## src/logic/power_clock_regs.vh

```
// Register map, field positions and reset values of the power and clock gating block.
`ifndef POWER_CLOCK_REGS_VH
`define POWER_CLOCK_REGS_VH

`define PWR_ADDR_W            4
`define CLK_DIV_REG_ADDR      4'h0
`define GATE_ONE_REG_ADDR     4'h1
`define PWR_STATUS_REG_ADDR   4'h2

`define CLK_DIV_RETURN_BIT    15
`define CLK_DIV_RATIO_HI      14
`define CLK_DIV_RATIO_LO      12
`define CLK_DIV_SLOW_BIT      11
`define CLK_DIV_WMASK         16'hF800
`define CLK_DIV_RESET         16'h0000

`define GATE_ONE_WMASK        16'hFEFF
`define GATE_ONE_RESET        16'h0000
`define GATE_PRESENT_DEFAULT  16'hFEFF

`define GATE_TIMER5_BIT       15
`define GATE_TIMER4_BIT       14
`define GATE_TIMER3_BIT       13
`define GATE_TIMER2_BIT       12
`define GATE_TIMER1_BIT       11
`define GATE_ENCODER_BIT      10
`define GATE_MOTOR_PWM_BIT    9
`define GATE_I2C_ONE_BIT      7
`define GATE_UART_TWO_BIT     6
`define GATE_UART_ONE_BIT     5
`define GATE_SPI_TWO_BIT      4
`define GATE_SPI_ONE_BIT      3
`define GATE_CAN_TWO_BIT      2
`define GATE_CAN_ONE_BIT      1
`define GATE_CONV_ONE_BIT     0

`define DIV_COUNT_W           7

`endif

```

## src/logic/cpu_slow_divider.v

```verilog
// Divides the CPU clock enable by a power of two during doze.
`timescale 1ns/1ps
`include "power_clock_regs.vh"

module cpu_slow_divider (
    input  wire                     clk,
    input  wire                     reset_n,
    input  wire                     slow_en,
    input  wire [2:0]               ratio,
    output reg                      tick_q
);

    reg  [`DIV_COUNT_W-1:0] count_q;
    reg  [`DIV_COUNT_W-1:0] count_d;
    wire [`DIV_COUNT_W-1:0] limit;
    wire                    tick_d;

    // Code n yields a limit of two to the n minus one.
    assign limit  = (7'h01 << ratio) - 7'h01;
    // A disabled divider ticks every cycle, so the CPU runs at full rate.
    assign tick_d = !slow_en || (count_q >= limit);

    always @* begin
        if (tick_d) begin
            count_d = {`DIV_COUNT_W{1'b0}};
        end else begin
            count_d = count_q + 7'h01;
        end
    end

    // The tick is an enable on the system clock, so CPU and peripherals stay in step.
    always @(posedge clk) begin
        if (!reset_n) begin
            count_q <= {`DIV_COUNT_W{1'b0}};
            tick_q  <= 1'b0;
        end else begin
            count_q <= count_d;
            tick_q  <= tick_d;
        end
    end

endmodule // cpu_slow_divider

```

## src/logic/power_clock_ctrl.v

```verilog
// Power-save modes, doze divider control and peripheral clock gating.
//
// The address map and the plain strobed port were decided locally.
`timescale 1ns/1ps
`include "power_clock_regs.vh"

module power_clock_ctrl #(
    parameter [15:0] PERIPH_PRESENT = `GATE_PRESENT_DEFAULT
) (
    input  wire                     clk,
    input  wire                     reset_n,
    input  wire [`PWR_ADDR_W-1:0]   addr,
    input  wire [15:0]              wdata,
    input  wire                     wr_en,
    input  wire                     rd_en,
    output reg  [15:0]              rdata_q,
    input  wire                     power_save_instruction,
    input  wire                     power_save_sleep,
    input  wire                     irq_req,
    output reg                      cpu_clk_en_q,
    output reg                      sys_clk_run_q,
    output reg                      irq_hold_q,
    output reg                      wake_q,
    output reg  [15:0]              periph_clk_en_q,
    output reg  [15:0]              periph_sfr_en_q,
    output reg                      analog_digital_force_q
);

    localparam [1:0] ST_RUN   = 2'b00;
    localparam [1:0] ST_ENTER = 2'b01;
    localparam [1:0] ST_IDLE  = 2'b10;
    localparam [1:0] ST_SLEEP = 2'b11;

    reg  [15:0] clock_divider_register_q;
    reg  [15:0] clock_divider_register_d;
    reg  [15:0] peripheral_clock_gate_one_q;
    reg  [1:0]  state_q;
    reg  [1:0]  state_d;
    reg         mode_sleep_q;
    reg         held_q;
    reg         held_d;
    reg         irq_prev_q;
    wire        irq_event;
    wire        cpu_slow_enable;
    wire        return_on_interrupt;
    wire [2:0]  slow_ratio;
    wire        div_tick;
    wire [15:0] gate_enable;

    function sel;
        input [`PWR_ADDR_W-1:0] a;
        input [`PWR_ADDR_W-1:0] target;
        begin
            sel = (a == target);
        end
    endfunction

    assign irq_event           = irq_req && !irq_prev_q;
    assign cpu_slow_enable     = clock_divider_register_q[`CLK_DIV_SLOW_BIT];
    assign return_on_interrupt = clock_divider_register_q[`CLK_DIV_RETURN_BIT];
    assign slow_ratio          = clock_divider_register_q[`CLK_DIV_RATIO_HI:`CLK_DIV_RATIO_LO];

    cpu_slow_divider u_div (
        .clk     (clk),
        .reset_n (reset_n),
        .slow_en (cpu_slow_enable),
        .ratio   (slow_ratio),
        .tick_q  (div_tick)
    );

    // Divider register: software write, then the hardware return-on-interrupt clear.
    always @* begin
        clock_divider_register_d = clock_divider_register_q;
        if (wr_en && sel(addr, `CLK_DIV_REG_ADDR)) begin
            clock_divider_register_d = wdata & `CLK_DIV_WMASK;
        end
        // Without the return bit, interrupts leave doze alone.
        if (irq_event && clock_divider_register_d[`CLK_DIV_RETURN_BIT]) begin
            clock_divider_register_d[`CLK_DIV_SLOW_BIT] = 1'b0;
        end
    end

    always @(posedge clk) begin
        if (!reset_n) begin
            clock_divider_register_q    <= `CLK_DIV_RESET;
            peripheral_clock_gate_one_q <= `GATE_ONE_RESET;
            irq_prev_q                  <= 1'b0;
        end else begin
            clock_divider_register_q <= clock_divider_register_d;
            irq_prev_q               <= irq_req;
            if (wr_en && sel(addr, `GATE_ONE_REG_ADDR)) begin
                // Bit 8 is not stored and reads back as zero.
                peripheral_clock_gate_one_q <= wdata & `GATE_ONE_WMASK;
            end
        end
    end

    // Power-save sequencer.
    always @* begin
        state_d = state_q;
        held_d  = held_q;
        case (state_q)
            ST_RUN: begin
                if (power_save_instruction) begin
                    state_d = ST_ENTER;
                    // A coincident interrupt is parked, not serviced.
                    held_d  = irq_event;
                end
            end
            ST_ENTER: begin
                if (irq_event) begin
                    held_d = 1'b1;
                end
                state_d = mode_sleep_q ? ST_SLEEP : ST_IDLE;
            end
            ST_IDLE, ST_SLEEP: begin
                // Entry is complete here, so a parked interrupt wakes at once.
                if (held_q || irq_event) begin
                    state_d = ST_RUN;
                    held_d  = 1'b0;
                end
            end
            default: begin
                state_d = ST_RUN;
                held_d  = 1'b0;
            end
        endcase
    end

    always @(posedge clk) begin
        if (!reset_n) begin
            state_q      <= ST_RUN;
            held_q       <= 1'b0;
            mode_sleep_q <= 1'b0;
            irq_hold_q   <= 1'b0;
            wake_q       <= 1'b0;
        end else begin
            state_q    <= state_d;
            held_q     <= held_d;
            irq_hold_q <= held_d || (state_d == ST_ENTER);
            wake_q     <= (state_q != ST_RUN) && (state_q != ST_ENTER) && (state_d == ST_RUN);
            if (state_q == ST_RUN && power_save_instruction) begin
                mode_sleep_q <= power_save_sleep;
            end
        end
    end

    // Clock enables. Doze touches only the CPU enable; system and peripherals stay full rate.
    always @(posedge clk) begin
        if (!reset_n) begin
            cpu_clk_en_q  <= 1'b0;
            sys_clk_run_q <= 1'b1;
        end else begin
            cpu_clk_en_q  <= (state_d == ST_RUN) && div_tick;
            sys_clk_run_q <= (state_d != ST_SLEEP);
        end
    end

    // Per-peripheral gating; absent peripherals never run whatever their bit holds.
    genvar i;
    generate
        for (i = 0; i < 16; i = i + 1) begin : g_gate
            // Gate bit i serves peripheral i: timers, encoder, PWM, serial units, converter.
            assign gate_enable[i] = !peripheral_clock_gate_one_q[i] && PERIPH_PRESENT[i];

            // The gate bit lands at the write edge and the enable one cycle after it.
            always @(posedge clk) begin
                if (!reset_n) begin
                    periph_clk_en_q[i] <= 1'b0;
                    periph_sfr_en_q[i] <= 1'b0;
                end else begin
                    // Sleep removes the system clock from every peripheral; Idle keeps it.
                    periph_clk_en_q[i] <= gate_enable[i] && (state_d != ST_SLEEP);
                    // Register writes to a gated peripheral must be dropped by it.
                    periph_sfr_en_q[i] <= gate_enable[i];
                end
            end
        end
    endgenerate

    always @(posedge clk) begin
        if (!reset_n) begin
            analog_digital_force_q <= 1'b0;
        end else begin
            // Converter gated means pins shared with analog inputs run digital.
            analog_digital_force_q <= !gate_enable[`GATE_CONV_ONE_BIT];
        end
    end

    // Read port: data stand in the cycle after the strobe, zero elsewhere and when unmapped.
    always @(posedge clk) begin
        if (!reset_n) begin
            rdata_q <= 16'h0000;
        end else if (rd_en) begin
            if (sel(addr, `CLK_DIV_REG_ADDR)) begin
                rdata_q <= clock_divider_register_q;
            end else if (sel(addr, `GATE_ONE_REG_ADDR)) begin
                rdata_q <= peripheral_clock_gate_one_q;
            end else if (sel(addr, `PWR_STATUS_REG_ADDR)) begin
                rdata_q <= {11'h000, held_q, cpu_slow_enable, mode_sleep_q, state_q};
            end else begin
                rdata_q <= 16'h0000;
            end
        end else begin
            rdata_q <= 16'h0000;
        end
    end

endmodule // power_clock_ctrl

```

## config.mk

```make
export PLATFORM = sky130hd
export DESIGN_NAME = power_clock_ctrl
export DESIGN_NICKNAME = d
export VERILOG_FILES = /design/src/logic/cpu_slow_divider.v /design/src/logic/power_clock_ctrl.v
export VERILOG_INCLUDE_DIRS = /design/src /design/src/logic
export SDC_FILE = /design/constraint.sdc
export NUM_CORES = 1
export LEC_CHECK = 0
export BUFFER_PORTS_ARGS = -buffer_cell sky130_fd_sc_hd__buf_2
export CAP_MARGIN = 20
export CORE_MARGIN = 4
export CORE_UTILIZATION = 52
export DETAILED_ROUTE_END_ITERATION = 12
export GPL_TIMING_DRIVEN = 0
export HOLD_SLACK_MARGIN = 0.02
export PLACE_DENSITY_LB_ADDON = 0.1
export REMOVE_ABC_BUFFERS = 1
export SLEW_MARGIN = 40
export SYNTH_ARGS = -nofsm -noshare
export SYNTH_HDL_FRONTEND = slang
export SYNTH_HIERARCHICAL = 1
export SYNTH_SLANG_ARGS = --single-unit
export TNS_END_PERCENT = 5
```

## constraint.sdc

```tcl
create_clock -name clk -period 2.6 [get_ports clk]
set_clock_uncertainty 0.1 [all_clocks]
set_input_delay 0.52 -clock clk [delete_from_list [all_inputs] [get_ports clk]]
set_output_delay 0.52 -clock clk [all_outputs]
set_load 0.02 [all_outputs]
```

Word-level counts from Yosys, hierarchy flattened
Cells that the tools add are included.

storage, ports and cells
  bits in registers = 84
  bits of input ports = 27
  output and inout bits = 53
  word-level logic and storage cells = 127

cells by class
  $add $sub $neg = 2
  order comparisons = 1
  equality and inequality tests = 8
  shift operators = 1
  muxes and demuxes = 12
  bitwise operators = 2
  reductions and logical operators = 53

operators with widths
  cell                                                                     number
  16-bit two-way mux                                                       3
  1-bit logical AND                                                        23
  1-bit zero test                                                          17
  2-bit OR reduction                                                       4
  7-bit by 1-bit adder with 7-bit output, second input constant            1
  7-bit greater-or-equal comparator                                        1
  1-bit by 3-bit << shifter with 7-bit output, first input constant        1
  7-bit by 1-bit subtractor with 7-bit output, second input constant       1
  2-bit case mux with 3 select lines                                       1
  5-bit two-way mux                                                        1
  2-bit by 1-bit == test with 1-bit output, second input constant          2
  2-bit == test, second input constant                                     2
  4-bit by 1-bit == test with 1-bit output, second input constant          1
  4-bit by 2-bit == test with 1-bit output, second input constant          1
  2-bit zero test                                                          2
  4-bit zero test                                                          1
  1-bit two-way mux                                                        4
  2-bit two-way mux                                                        2
  1-bit logical OR                                                         3
  1-bit case mux with 3 select lines                                       1
  3-bit OR reduction                                                       1
  2-bit by 1-bit inequality test with 1-bit output, second input constant  1
  2-bit inequality test, second input constant                             1
  1-bit inverter                                                           2
  2 further kinds                                                          2

Depth between registers and ports, before layout
  depth in word-level cells = 7
  depth in mapped cells = 6
  gate-level depth less buffers = 6

By module
The synthesis kept the hierarchy.

modules (own cells, without submodules)
  module            times used  cells each  area an instance (um^2)  seq. area each (um^2)
  power_clock_ctrl  1           243         2547.4                   1501.4
  cpu_slow_divider  1           53          505.5                    160.2

Least setup slack after synthesis
No wires, ideal clock.

  path kind = reg-to-reg
  start = reg clock_divider_register_q[13]
  end = reg u_div.tick_q
  setup time = 0.115 ns
  arrival = 1.626 ns
  required time = 2.385 ns
  slack = 0.760 ns
  stages on the path, launching flop included = 7
  path buffers = 0
  clock period less this slack = 1.840 ns
  cell sequence = dfxtp_1 > or3_1 > ha_1 > nand2b_1 > a31oi_2 > o211ai_1 > and2_1

between the ends
  cells in the longest elaborated chain, start to end = 4

ends and longest elaborated chain
  what                                         RTL line               source
  start, declared                              power_clock_ctrl.v:34  reg [15:0] clock_divider_register_q;
  start signal, assigned                       power_clock_ctrl.v:85  clock_divider_register_q <= `CLK_DIV_RESET;
  start signal, assigned                       power_clock_ctrl.v:89  clock_divider_register_q <= clock_divider_register_d;
  1-bit by 3-bit << shifter with 7-bit output  cpu_slow_divider.v:19  assign limit = (7'h01 << ratio) - 7'h01;
  7-bit by 1-bit subtractor with 7-bit output  cpu_slow_divider.v:19
  7-bit greater-or-equal comparator            cpu_slow_divider.v:21  assign tick_d = !slow_en || (count_q >= limit);
  1-bit logical OR                             cpu_slow_divider.v:21
  end signal, assigned                         cpu_slow_divider.v:38  tick_q <= tick_d;
  end, declared                                cpu_slow_divider.v:10  output reg tick_q

No other way between the ends.
A chain may end at the register's enable or synchronous reset.

Final worst setup path
  start = reg clock_divider_register_q[13]
  end = reg u_div.count_q[5]

between the ends
  cells in the longest elaborated chain, start to end = 5

ends and longest elaborated chain
  what                                         RTL line               source
  1-bit by 3-bit << shifter with 7-bit output  cpu_slow_divider.v:19
  7-bit by 1-bit subtractor with 7-bit output  cpu_slow_divider.v:19
  7-bit greater-or-equal comparator            cpu_slow_divider.v:21
  1-bit logical OR                             cpu_slow_divider.v:21
  2-bit OR reduction (no line)                 n/a
  end signal, assigned                         cpu_slow_divider.v:34  count_q <= {`DIV_COUNT_W{1'b0}};
  end signal, assigned                         cpu_slow_divider.v:37  count_q <= count_d;
  end, declared                                cpu_slow_divider.v:13  reg [`DIV_COUNT_W-1:0] count_q;

No other way between the ends.

==> flow_summary.yaml <==
sta:
  tightest_slew_ns: 0.842
  clock.fmax_mhz: 504
  final-hold-violation-count: 0
  setup_viol_count_final: 0
  final.setup.tns_ns: 0
  fin_crit_sh: 0.764
  rsz0062_at_grt: "no"
  min_period_ns: 1.99
  worst_slew_margin_rel: 0.439
  maxSlewViolCount: 0
  whs_ns: 0.308
pwr:
  pwr-share-seq: 0.559
  switching_share: 0.255
  ir_worst_vdd_mv: 0.328
  p_int_mw: 1.80
  p_leak_nw: 1.59
  pwr-share-comb: 0.092
  power.density_nw_per_um2: 671
  switchingPower_uw: 617
  pwr-share-clk: 0.349
  p_total_mw: 2.42
worst_setup_path:
  critPathMaxFanout: 8
  slowest_delay_ns: 0.40
  r2r-end: "u_div/count_q[5]"
  critPathLaunch: "clock_divider_register_q[13]"
  critical_path_class: "register to register"
  end_kind: "register"
  slowest_stage: "or3_1"
  endpoint: "u_div/count_q[5]"
  cp.required_ns: 2.77
  cp_top_family: "simple AND/OR/NAND/NOR gates"
  arrival_ns: 2.15
  ff2ff_path_depth: 6
  start_kind: "register"
  crit_chain: "or3_1, ha_1, nand2b_1, a31oi_2, o2111ai_4, nor2_1"
  worstReg2RegStart: "clock_divider_register_q[13]"
  cp.depth: 6
  r2r_slack_ns: 0.61
  worst-path-buf-inv: 0
clock_network:
  numCtsBuffers: 9
  ctsResizeCount: 0
  cts_sinks: 83
  cts_tree: "built"
  clk-insertion-delay-late_ns: 0.34
  clock_path_buffers: 2
  post-cts-setup-buffers: 0
  root_buffer: "clkbuf_8"
  holdBufCountCts: 0
  cts.clk_slew.worst_paths_ns: 0.09
  cts_max_level: 3
detailed_routing:
  vias_per_cell: 5.11
  via_count: 2273
  drtAntennaViolNets: 0
  drt_iter0_markers: 85
  routedWlPerCell_um: 13.8
  drtPass1Iterations: 4
  totalWireLength_um: 6140
  post-route-drc-count: 0
logic_synthesis:
  syn_area_um2: 3050
  yosysSeqAreaShare: 0.544
  syn_avg_cell_area_um2: 10.3
  syn_inst: 296
  synth_seq_cells: 83
  synth_edf_count: 0
  synth_warnings: 6
  synthDistinctLibCells: 42
  yosys_most_used_dff: "dfxtp_1"
  async_flop_share: 0
die:
  io_pins: 80
  core-area_um2: 5610
  fp.dieArea_um2: 7160
  die_w_um: 84.6
  initial_core_util: 0.544
  die_h_um: 84.6
  fp-row-count: 27
place:
  gp_congestion: 0.742
  numPortBuffers: 75
  place_hpwl_um: 4190
  place_area_um2: 3420
hold_path:
  worstHoldPathType: "input port to register"
global_routing:
  grt_antenna_before_repair: 0
  grt_max_degree: 44
  grt_pass1_wl_um: 9810
  grt_use_total: 0.173
  grt_pass1_vias: 2073
  grt.overflow.total: 0
outcome:
  status: "finished clean"
job:
  maxCapViolCount: 0
finish:
  antenna_cells: 0
  drive_gt1_frac: 0.276
  area_delta_synth_final_pct: 18.0
  layout_commonest_cell: "dfxtp_1"
  final_nets: 403
  stdcell_area_um2: 3600
  layout_common_cells: "dfxtp_1 (82), buf_2 (75), nand2_1 (41), nor2_1 (35), mux2i_1 (25)"
  fin_util: 0.642
==> worst min-delay path by stage <==
stage | from | end | slack, ns | depth (start not counted)
floorplan | u_div/tick_q | cpu_clk_en_q | 0.30 | 2
global placement | u_div/tick_q | cpu_clk_en_q | 0.32 | 2
detailed placement | u_div/tick_q | cpu_clk_en_q | 0.31 | 2
CTS | irq_req | irq_prev_q | 0.30 | 2
global route | irq_req | irq_prev_q | 0.31 | 2
finish | irq_req | irq_prev_q | 0.31 | 2
==> cells in the mapped netlist, types with 3 or more instances <==
cell type,instances,area (um2)
a211oi_1,16,120
buf_6,4,45.0
buf_2,4,20.0
xor2_1,4,35.0
nand3_1,8,40.0
mux2i_1,25,250
a21oi_1,8,40.0
nand2_1,41,154
dfxtp_1,83,1660
a22oi_1,5,37.5
ha_1,8,100
inv_1,6,22.5
o21ai_0,3,15.0
and2_1,7,43.8
buf_4,3,22.5
clkbuf_1,5,18.8
nor2_1,35,131
==> worst reg2reg max path, stage by stage, from the launching register on <==
cell,delay [ns]
dfxtp_1,0.38
or3_1,0.40
ha_1,0.27
nand2b_1,0.15
a31oi_2,0.26
o2111ai_4,0.20
nor2_1,0.17
==> flip-flops by register name, indices dropped and copies added, names as in the netlist <==
signal,flops
periph_sfr_en_q,15
periph_clk_en_q,15
irq_hold_q,1
mode_sleep_q,1
wake_q,1
irq_prev_q,1
state_q,2
peripheral_clock_gate_one_q,15
analog_digital_force_q,1
u_div/count_q,7
cpu_clk_en_q,1
u_div/tick_q,1
held_q,1
clock_divider_register_q,5
sys_clk_run_q,1
rdata_q,15
==> metal layers <==
metal	wire length (um)	GRT usage
met1	2820	0.226
met2	2790	0.267
met5	0	0
met3	402	0.0393
met4	125	0.0863
==> metrics by stage <==
step	setup slack [ns]	instances
after floorplan	0.760	282
after global placement	0.385	429
after detailed placement	0.371	429
after CTS	0.595	445
after global routing	0.459	445
final	0.615	445
==> cells by family after synthesis <==
| logic type | after synthesis | share of synthesized area |
|---|---|---|
| AOI/OAI and AO/OA | 41 | 0.109 |
| muxes | 26 | 0.0857 |
| other | 1 | 0.00123 |
| buffers and inverters | 24 | 0.0447 |
| adders and majority gates | 8 | 0.0328 |
| DFF | 83 | 0.544 |
| and+or+nand+nor | 108 | 0.168 |
| xor gates and xnor gates | 5 | 0.0143 |
==> area by class of cell <==
cell class / count / area (um2)
Clock inverter: 3 / 21.3
Multi-Input combinational cell: 191 / 1260
Fill cell: 487 / 2010
Inverter: 8 / 30.0
Clock buffer: 13 / 159
Timing Repair Buffer: 75 / 375
Tap cell: 72 / 90.1
Sequential cell: 83 / 1660
==> power by group through the flow <==
stage,sequential [mW],clock [mW],combinational (mW)
2_1_floorplan,1.42,0,0.0855
3_3_place_gp,1.38,0,0.219
3_5_place_dp,1.38,0,0.222
4_1_cts,1.35,0.862,0.222
5_1_grt,1.36,0.921,0.239
6_report,1.35,0.844,0.221
Power figures use the tool's default switching activity.
